<file path="config.mk">
export PLATFORM = sky130hd
export DESIGN_NAME = bcd_bridge_ctrl
export DESIGN_NICKNAME = d
export VERILOG_FILES = /design/src/shared/bcd_pkg.sv /design/src/core/bcd_discard_timer.sv /design/src/core/bcd_bridge_ctrl.sv
export SDC_FILE = /design/constraint.sdc
export NUM_CORES = 1
export LEC_CHECK = 0
export BUFFER_PORTS_ARGS = -buffer_cell sky130_fd_sc_hd__buf_2
export CORE_AREA = 2 2 92 94
export DETAILED_ROUTE_END_ITERATION = 8
export DIE_AREA = 0 0 94 96
export PLACE_DENSITY = 0.82
export SYNTH_ARGS = -nofsm -noshare
export SYNTH_HDL_FRONTEND = slang
export SYNTH_SLANG_ARGS = --single-unit
</file>
<file path="constraint.sdc">
create_clock -name CLK_I -period 3.6 [get_ports CLK_I]
set_input_delay 0.54 -clock CLK_I [delete_from_list [all_inputs] [get_ports CLK_I]]
set_output_delay 0.54 -clock CLK_I [all_outputs]
set_load 0.05 [all_outputs]
</file>
<file path="src/shared/bcd_pkg.sv">
// package for bridge control upper bits and discard timers
// assumes a 50 MHz clock and an AXI4-Lite register bus
package bcd_pkg;
  localparam logic [7:0] ADDR_CTRL = 8'h3C;
  localparam logic [7:0] ADDR_IRQ_STAT = 8'h44;
  localparam logic [7:0] ADDR_IRQ_EN = 8'h48;
  localparam logic [7:0] ADDR_IRQ_CLR = 8'h4C;
  localparam logic [7:0] ADDR_TMR_STAT = 8'h50;
  localparam int BIT_SEC_RESET = 22;
  localparam int BIT_FBB_EN = 23;
  localparam int BIT_PRI_SHORT = 24;
  localparam int BIT_SEC_SHORT = 25;
  localparam int BIT_TMO_STATUS = 26;
  localparam int BIT_SERR_EN = 27;
  localparam logic [31:0] CTRL_RESET = 32'h0000_0000;
  localparam logic [31:0] CTRL_RW_MASK = 32'h0BC0_0000;
  localparam int LONG_LOG2 = 15;
  localparam int SHORT_LOG2 = 10;
  localparam int TMR_W = 16;
  localparam logic [TMR_W-1:0] LONG_CYCLES = 16'h8000;
  localparam logic [TMR_W-1:0] SHORT_CYCLES = 16'h0400;
  localparam int IRQ_PRI_EXP = 0;
  localparam int IRQ_SEC_EXP = 1;
  localparam logic [1:0] IRQ_RESET = 2'h0;
  localparam logic [1:0] AXI_OKAY = 2'h0;
  localparam logic [1:0] AXI_SLVERR = 2'h2;
endpackage

</file>
<file path="src/core/bcd_discard_timer.sv">
// one discard timer: loaded when a completion is ready, stopped on repeat
// assumes start and repeat are one-cycle pulses from the transaction engine
`timescale 1ns/1ns
module bcd_discard_timer (
  // clock and reset
  input wire logic clk_i,
  input wire logic rst_n_i,
  // control
  input wire logic short_i,
  input wire logic start_i,
  input wire logic repeat_i,
  // state
  output logic running_o,
  output logic expire_o
);
  import bcd_pkg::*;
  typedef struct packed {
    logic running;
    logic expire;
    logic [TMR_W-1:0] count;
  } bcd_tmr_s;
  bcd_tmr_s s_q, s_d;
  always_comb begin
    s_d = s_q;
    s_d.expire = 1'b0;
    if (start_i) begin
      s_d.running = 1'b1;
      s_d.count = short_i ? SHORT_CYCLES : LONG_CYCLES;
    end else if (repeat_i) begin
      s_d.running = 1'b0;
    end else if (s_q.running) begin
      if (s_q.count == 16'h0001) begin
        s_d.running = 1'b0;
        s_d.expire = 1'b1;
      end
      s_d.count = s_q.count - 16'h0001;
    end
  end
  always_ff @(posedge clk_i or negedge rst_n_i) begin
    if (!rst_n_i) begin
      s_q <= '0;
    end else begin
      s_q <= s_d;
    end
  end
  assign running_o = s_q.running;
  assign expire_o = s_q.expire;
endmodule

</file>
<file path="src/core/bcd_bridge_ctrl.sv">
// bridge control upper bits, two discard timers, AXI4-Lite slave
// assumes delayed-transaction engine supplies start/repeat pulses
//
// The AXI4-Lite interface to the registers and the register addresses are this design's own decisions.
`timescale 1ns/1ns
// Notes on behaviour
// - control bit forces secondary bus reset
// - bit 23 gates fast back-to-back
// - primary timer 2^15 or 2^10 clocks
// - secondary timer 2^15 or 2^10 clocks
// - bit 26 sticky on expiry, write-one clears
// - bit 27 lets expiry assert system error
// - bits 31 to 28 read zero
module bcd_bridge_ctrl (
  // clock and reset
  input wire logic CLK_I,
  input wire logic RSTN_I,
  // axi4-lite write
  input wire logic [7:0] S_AXI_AWADDR_I,
  input wire logic S_AXI_AWVALID_I,
  output logic S_AXI_AWREADY_O,
  input wire logic [31:0] S_AXI_WDATA_I,
  input wire logic [3:0] S_AXI_WSTRB_I,
  input wire logic S_AXI_WVALID_I,
  output logic S_AXI_WREADY_O,
  output logic [1:0] S_AXI_BRESP_O,
  output logic S_AXI_BVALID_O,
  input wire logic S_AXI_BREADY_I,
  // axi4-lite read
  input wire logic [7:0] S_AXI_ARADDR_I,
  input wire logic S_AXI_ARVALID_I,
  output logic S_AXI_ARREADY_O,
  output logic [31:0] S_AXI_RDATA_O,
  output logic [1:0] S_AXI_RRESP_O,
  output logic S_AXI_RVALID_O,
  input wire logic S_AXI_RREADY_I,
  // delayed transaction events
  input wire logic PRI_CPL_READY_I,
  input wire logic PRI_REPEAT_I,
  input wire logic SEC_CPL_READY_I,
  input wire logic SEC_REPEAT_I,
  // bridge outputs
  output logic SEC_BUS_RESET_O,
  output logic SEC_FBB_ALLOW_O,
  output logic PRI_DISCARD_O,
  output logic SEC_DISCARD_O,
  output logic PRIMARY_SYSTEM_ERROR_OUT_O,
  output logic IRQ_O
);
  import bcd_pkg::*;

  typedef struct packed {
    logic aw_got;
    logic [7:0] aw_addr;
    logic w_got;
    logic [31:0] w_data;
    logic [3:0] w_strb;
    logic bvalid;
    logic [1:0] bresp;
    logic arready;
    logic rvalid;
    logic [31:0] rdata;
    logic [1:0] rresp;
    logic [31:0] ctrl;
    logic [1:0] irq_stat;
    logic [1:0] irq_en;
    logic irq;
    logic serr;
    logic pri_disc;
    logic sec_disc;
  } bcd_state_s;

  bcd_state_s s_q, s_d;
  logic rst_sync1_q;
  logic rst_sync2_q;
  logic pri_run;
  logic pri_exp;
  logic sec_run;
  logic sec_exp;

  // byte-lane merge of a register write
  function automatic logic [31:0] apply_strb(
    input logic [31:0] old_v,
    input logic [31:0] new_v,
    input logic [3:0] strb
  );
    logic [31:0] r;
    r = old_v;
    for (int i = 0; i < 4; i++) begin
      if (strb[i]) begin
        r[i*8 +: 8] = new_v[i*8 +: 8];
      end
    end
    return r;
  endfunction

  function automatic logic [31:0] lane_mask(input logic [3:0] strb);
    logic [31:0] m;
    m = '0;
    for (int i = 0; i < 4; i++) begin
      m[i*8 +: 8] = {8{strb[i]}};
    end
    return m;
  endfunction

  always_ff @(posedge CLK_I or negedge RSTN_I) begin
    if (!RSTN_I) begin
      rst_sync1_q <= 1'b0;
      rst_sync2_q <= 1'b0;
    end else begin
      rst_sync1_q <= 1'b1;
      rst_sync2_q <= rst_sync1_q;
    end
  end

  bcd_discard_timer u_pri_tmr (
    .clk_i(CLK_I),
    .rst_n_i(rst_sync2_q),
    .short_i(s_q.ctrl[BIT_PRI_SHORT]),
    .start_i(PRI_CPL_READY_I),
    .repeat_i(PRI_REPEAT_I),
    .running_o(pri_run),
    .expire_o(pri_exp)
  );

  bcd_discard_timer u_sec_tmr (
    .clk_i(CLK_I),
    .rst_n_i(rst_sync2_q),
    .short_i(s_q.ctrl[BIT_SEC_SHORT]),
    .start_i(SEC_CPL_READY_I),
    .repeat_i(SEC_REPEAT_I),
    .running_o(sec_run),
    .expire_o(sec_exp)
  );

  always_comb begin
    logic do_write;
    logic do_read;
    logic [31:0] wmask;
    logic [31:0] merged;
    do_write = 1'b0;
    do_read = 1'b0;
    wmask = '0;
    merged = '0;
    s_d = s_q;
    if (S_AXI_AWVALID_I && !s_q.aw_got && !s_q.bvalid) begin
      s_d.aw_got = 1'b1;
      s_d.aw_addr = S_AXI_AWADDR_I;
    end
    if (S_AXI_WVALID_I && !s_q.w_got && !s_q.bvalid) begin
      s_d.w_got = 1'b1;
      s_d.w_data = S_AXI_WDATA_I;
      s_d.w_strb = S_AXI_WSTRB_I;
    end
    if (s_q.bvalid && S_AXI_BREADY_I) begin
      s_d.bvalid = 1'b0;
    end
    do_write = s_q.aw_got && s_q.w_got && !s_q.bvalid;
    if (do_write) begin
      s_d.aw_got = 1'b0;
      s_d.w_got = 1'b0;
      s_d.bvalid = 1'b1;
      s_d.bresp = AXI_OKAY;
      wmask = lane_mask(s_q.w_strb);
      if (s_q.aw_addr == ADDR_CTRL) begin
        merged = apply_strb(s_q.ctrl, s_q.w_data, s_q.w_strb);
        s_d.ctrl = (merged & CTRL_RW_MASK) | (s_q.ctrl & ~CTRL_RW_MASK);
        if (wmask[BIT_TMO_STATUS] && s_q.w_data[BIT_TMO_STATUS]) begin
          s_d.ctrl[BIT_TMO_STATUS] = 1'b0;
        end
      end else if (s_q.aw_addr == ADDR_IRQ_EN) begin
        if (s_q.w_strb[0]) begin
          s_d.irq_en = s_q.w_data[1:0];
        end
      end else if (s_q.aw_addr == ADDR_IRQ_CLR) begin
        if (s_q.w_strb[0]) begin
          s_d.irq_stat = s_q.irq_stat & ~s_q.w_data[1:0];
        end
      end else if (s_q.aw_addr == ADDR_IRQ_STAT || s_q.aw_addr == ADDR_TMR_STAT) begin
        s_d.bresp = AXI_OKAY;
      end else begin
        s_d.bresp = AXI_SLVERR;
      end
    end
    if (pri_exp || sec_exp) begin
      s_d.ctrl[BIT_TMO_STATUS] = 1'b1;
    end
    if (pri_exp) begin
      s_d.irq_stat[IRQ_PRI_EXP] = 1'b1;
    end
    if (sec_exp) begin
      s_d.irq_stat[IRQ_SEC_EXP] = 1'b1;
    end
    s_d.ctrl[31:28] = 4'h0;
    s_d.arready = 1'b0;
    if (s_q.rvalid && S_AXI_RREADY_I) begin
      s_d.rvalid = 1'b0;
    end
    do_read = S_AXI_ARVALID_I && !s_q.arready && !s_q.rvalid;
    if (do_read) begin
      s_d.arready = 1'b1;
      s_d.rvalid = 1'b1;
      s_d.rresp = AXI_OKAY;
      s_d.rdata = '0;
      if (S_AXI_ARADDR_I == ADDR_CTRL) begin
        s_d.rdata = s_q.ctrl;
      end else if (S_AXI_ARADDR_I == ADDR_IRQ_STAT) begin
        s_d.rdata = {30'h0, s_q.irq_stat};
      end else if (S_AXI_ARADDR_I == ADDR_IRQ_EN) begin
        s_d.rdata = {30'h0, s_q.irq_en};
      end else if (S_AXI_ARADDR_I == ADDR_IRQ_CLR) begin
        s_d.rdata = '0;
      end else if (S_AXI_ARADDR_I == ADDR_TMR_STAT) begin
        s_d.rdata = {30'h0, sec_run, pri_run};
      end else begin
        s_d.rresp = AXI_SLVERR;
      end
    end
    s_d.serr = s_q.ctrl[BIT_SERR_EN] && (pri_exp || sec_exp);
    s_d.pri_disc = pri_exp;
    s_d.sec_disc = sec_exp;
    s_d.irq = |(s_d.irq_stat & s_d.irq_en);
  end

  always_ff @(posedge CLK_I or negedge rst_sync2_q) begin
    if (!rst_sync2_q) begin
      s_q <= '0;
      s_q.ctrl <= CTRL_RESET;
      s_q.irq_stat <= IRQ_RESET;
      s_q.irq_en <= IRQ_RESET;
    end else begin
      s_q <= s_d;
    end
  end

  assign S_AXI_AWREADY_O = 1'b0 | (~s_q.aw_got & ~s_q.bvalid & rst_sync2_q);
  assign S_AXI_WREADY_O = ~s_q.w_got & ~s_q.bvalid & rst_sync2_q;
  assign S_AXI_BRESP_O = s_q.bresp;
  assign S_AXI_BVALID_O = s_q.bvalid;
  assign S_AXI_ARREADY_O = s_q.arready;
  assign S_AXI_RDATA_O = s_q.rdata;
  assign S_AXI_RRESP_O = s_q.rresp;
  assign S_AXI_RVALID_O = s_q.rvalid;
  assign SEC_BUS_RESET_O = s_q.ctrl[BIT_SEC_RESET];
  assign SEC_FBB_ALLOW_O = s_q.ctrl[BIT_FBB_EN];
  assign PRI_DISCARD_O = s_q.pri_disc;
  assign SEC_DISCARD_O = s_q.sec_disc;
  assign PRIMARY_SYSTEM_ERROR_OUT_O = s_q.serr;
  assign IRQ_O = s_q.irq;
endmodule

</file>
==> flow_summary.yaml <==
synth:
  yosysSeqAreaShare_pct: 52.8
  ys_ff_latch: 87
  synthCells: 372
  synth_edf_count: 0
  ys_types: 45
  synth_warnings: 0
  synth_area_per_cell_sq_um: 11.1
  async_flop_share_pct: 100
  synth.cell_area_sq_um: 4120
  synth_flop_cell: "dfrtp_1"
worst_setup_path:
  rr_worst_depth: 4
  max_stage_delay_ps: 580
  cp_data_required_time_ps: 3890
  rr_startpoint: "u_sec_tmr.s_q[8]"
  cp.arrival_ps: 2460
  crit_path_max_fanout: 5
  crit_type: "reg2reg"
  worst-path-buf-inv: 0
  crit_path_start_kind: "flop"
  reg2reg_to: "u_sec_tmr.s_q[12]"
  r2r_slack_ps: 1430
  endpoint_kind: "flop"
  worst_path_most_repeated_cell: "or4_4"
  path_cells: "or4_4 > or4_4 > or4_1 > a21oi_1"
  cp_slowest_cell: "or4_4"
  cp_top_family: "simple AND/OR/NAND/NOR gates"
clocking:
  clk_pin_slew_ps: 100
  cts_sinks: 87
  cts_resized: 0
  cts_tree: "done"
  root_buffer: "clkbuf_8"
  htree_levels: 3
  clk_latency_ps: 360
  clockBufferDepth: 2
  cts_buffers: 9
timing:
  period_needed_ps: 2170
  rsz0062_at_grt: "no"
  finalSetupTns_ps: 0
  fin_worst_skew_ps: 15.8
  min_period_over_period_pct: 60.2
  setup_viol: 0
  max_freq_mhz: 461
  hold_viol_final: 0
  worstMarginPinSlew_ps: 1040
  whs_ps: 355
  slew_violations: 0
  maxSlewHeadroom_pct: 30.7
power:
  pwr-share-seq_pct: 48.8
  max-vdd-ir-drop_uv: 313
  finalPower_uw: 2750
  power_leakage_uw: 0.00223
  p_sw_uw: 903
  p_sw_share_pct: 32.8
  pwr-share-comb_pct: 26.2
  intPower_uw: 1850
  clkPwrFrac_pct: 25.0
  p_per_area_nw_per_um2: 597
global_routing:
  antenna_found_initial: 0
  grt_pass1_wl_um: 13300
  grt_usage_pct: 18.9
  grt_start_max_net_pins: 86
  grt_pass1_vias: 2882
  overflow: 0
run_status:
  status: "finished, final reports clean"
floorplanning:
  fp.dieH_um: 96
  num_io_pins: 110
  initial_core_util_pct: 51.2
  num_rows: 33
  core_sq_um: 8050
  die_w_um: 94
  dieArea_sq_um: 9020
detailed_routing:
  dr_wl_met3_um: 346
  wl_met1_um: 3530
  vias: 2906
  route.top_layer_used: "met4"
  via_per_inst: 5.40
  drc: 0
  first_iter_violations: 144
  dr_wl_met2_um: 3670
  dr.pass1.iters: 5
  route.antenna.remaining_nets: 0
  routed_wl_um: 7660
  wl_per_cell_um: 14.2
min_path:
  hp-class: "reg2reg"
  hold_path_end: "rst_sync2_q"
  min_path_cells: 0
  hp-start: "rst_sync1_q"
cells_and_area:
  fill_cells: 680
  drive_above_1_share_pct: 30.0
  layout.nets: 495
  antennaDiodeCount: 0
  layout_common_cells: "dfrtp_1 (86), buf_2 (78), nor2_1 (35)"
  multiInputGateArea_sq_um: 1640
  final_common_cell: "dfrtp_1"
  seqCellArea_sq_um: 2180
  area_delta_synth_final_pct: 11.8
placed_design:
  io_buffers: 78
  post-dp-hpwl_um: 5550
  gp_congestion: 0.818
job:
  maxCapViolations: 0
## cell usage after synthesis, drive strengths merged (4+ instances only)
master | count | area share [%]
a22o | 7 | 1.5
nor4 | 5 | 0.76
dfrtp | 87 | 53
o21ai | 12 | 1.5
or3 | 9 | 1.4
xor2 | 13 | 2.8
inv | 9 | 0.82
nor3 | 6 | 0.73
o31ai | 6 | 1.1
nand2b | 4 | 0.61
xnor2 | 4 | 0.85
nand4 | 4 | 0.61
or4 | 9 | 2.0
nor2 | 35 | 3.2
nor3b | 7 | 1.3
buf | 37 | 6.6
nand3 | 6 | 0.73
a21oi | 14 | 1.7
nand2 | 16 | 1.5
clkbuf | 6 | 0.55
mux2 | 27 | 7.4
nor2b | 9 | 1.4
ha | 4 | 1.2
## state kept, by name, summed over array words and instances (netlist names), 9 cells and up
name	flops
S_AXI_RDATA_O	9
s_q	29
u_sec_tmr.s_q	16
u_pri_tmr.s_q	16
## stage by stage
stage | std cells | util (%) | worst slack (ps) | instance area [sq um]
3_3_place_gp | 521 | 54.7 | 1260 | 4400
3_5_place_dp | 521 | 54.7 | 1190 | 4400
5_1_grt | 538 | 57.3 | 1260 | 4610
4_1_cts | 538 | 57.3 | 1430 | 4610
6_report | 538 | 57.3 | 1430 | 4610
2_1_floorplan | 377 | - | 868 | 4140
## worst max path at each step
stage | slack (ps) | end | start | cells after the start
6_report | 1430 | u_sec_tmr.s_q[12] | u_sec_tmr.s_q[8] | 4
4_1_cts | 1430 | u_sec_tmr.s_q[12] | u_sec_tmr.s_q[8] | 4
3_5_place_dp | 1190 | u_pri_tmr.s_q[15] | PRI_REPEAT_I | 5
2_1_floorplan | 870 | S_AXI_AWREADY_O | rst_sync2_q | 2
3_3_place_gp | 1260 | u_pri_tmr.s_q[15] | PRI_REPEAT_I | 5
5_1_grt | 1260 | u_pri_tmr.s_q[15] | u_pri_tmr.s_q[3] | 4
## routing by layer
metal | vias to the layer above | track usage, %
met5 | - | 0
met4 | 0 | 7.37
met3 | 12 | 3.37
met2 | 75 | 31.4
met1 | 1430 | 24.9
li1 | 1389 | -
## kinds of logic (layout without fill, tap and decap cells)
kind of cell | count (synthesis) | in the layout | share of synthesized area (%)
buffers and inverters | 52 | 108 | 8.01
other | 2 | 7 | 0.182
multiplexers | 28 | 28 | 7.62
AO/OA/AOI/OAI | 55 | 55 | 8.83
flip-flops | 87 | 87 | 52.8
XOR/XNOR | 17 | 17 | 3.61
AND/OR/NAND/NOR | 127 | 127 | 17.7
adder cells (fa/ha/maj) | 4 | 4 | 1.21
## timing repair
action                                  4_1_cts  5_1_grt
hold endpoints to repair                      2        0
endpoints found under the setup margin        0        0
buffers inserted                              0        0
hold buffers                                  1        0
## cell type report
type                            count  area share (%)
Clock buffer                       12            3.15
Inverter                            9           0.733
Multi-Input combinational cell    238            35.5
Clock inverter                      4            1.19
Sequential cell                    87            47.3
Tap cell                          105            2.85
Timing Repair Buffer               83            9.33
## power by group through the flow
| stage | sequential [uW] | combinational [uW] | clock [uW] |
|---|---|---|---|
| 2_1_floorplan | 1370 | 536 | 0 |
| 3_3_place_gp | 1350 | 694 | 0 |
| 3_5_place_dp | 1360 | 721 | 0 |
| 4_1_cts | 1340 | 725 | 703 |
| 5_1_grt | 1380 | 801 | 741 |
| 6_report | 1340 | 721 | 689 |
Note: power is estimated with default switching activity, not from simulation.
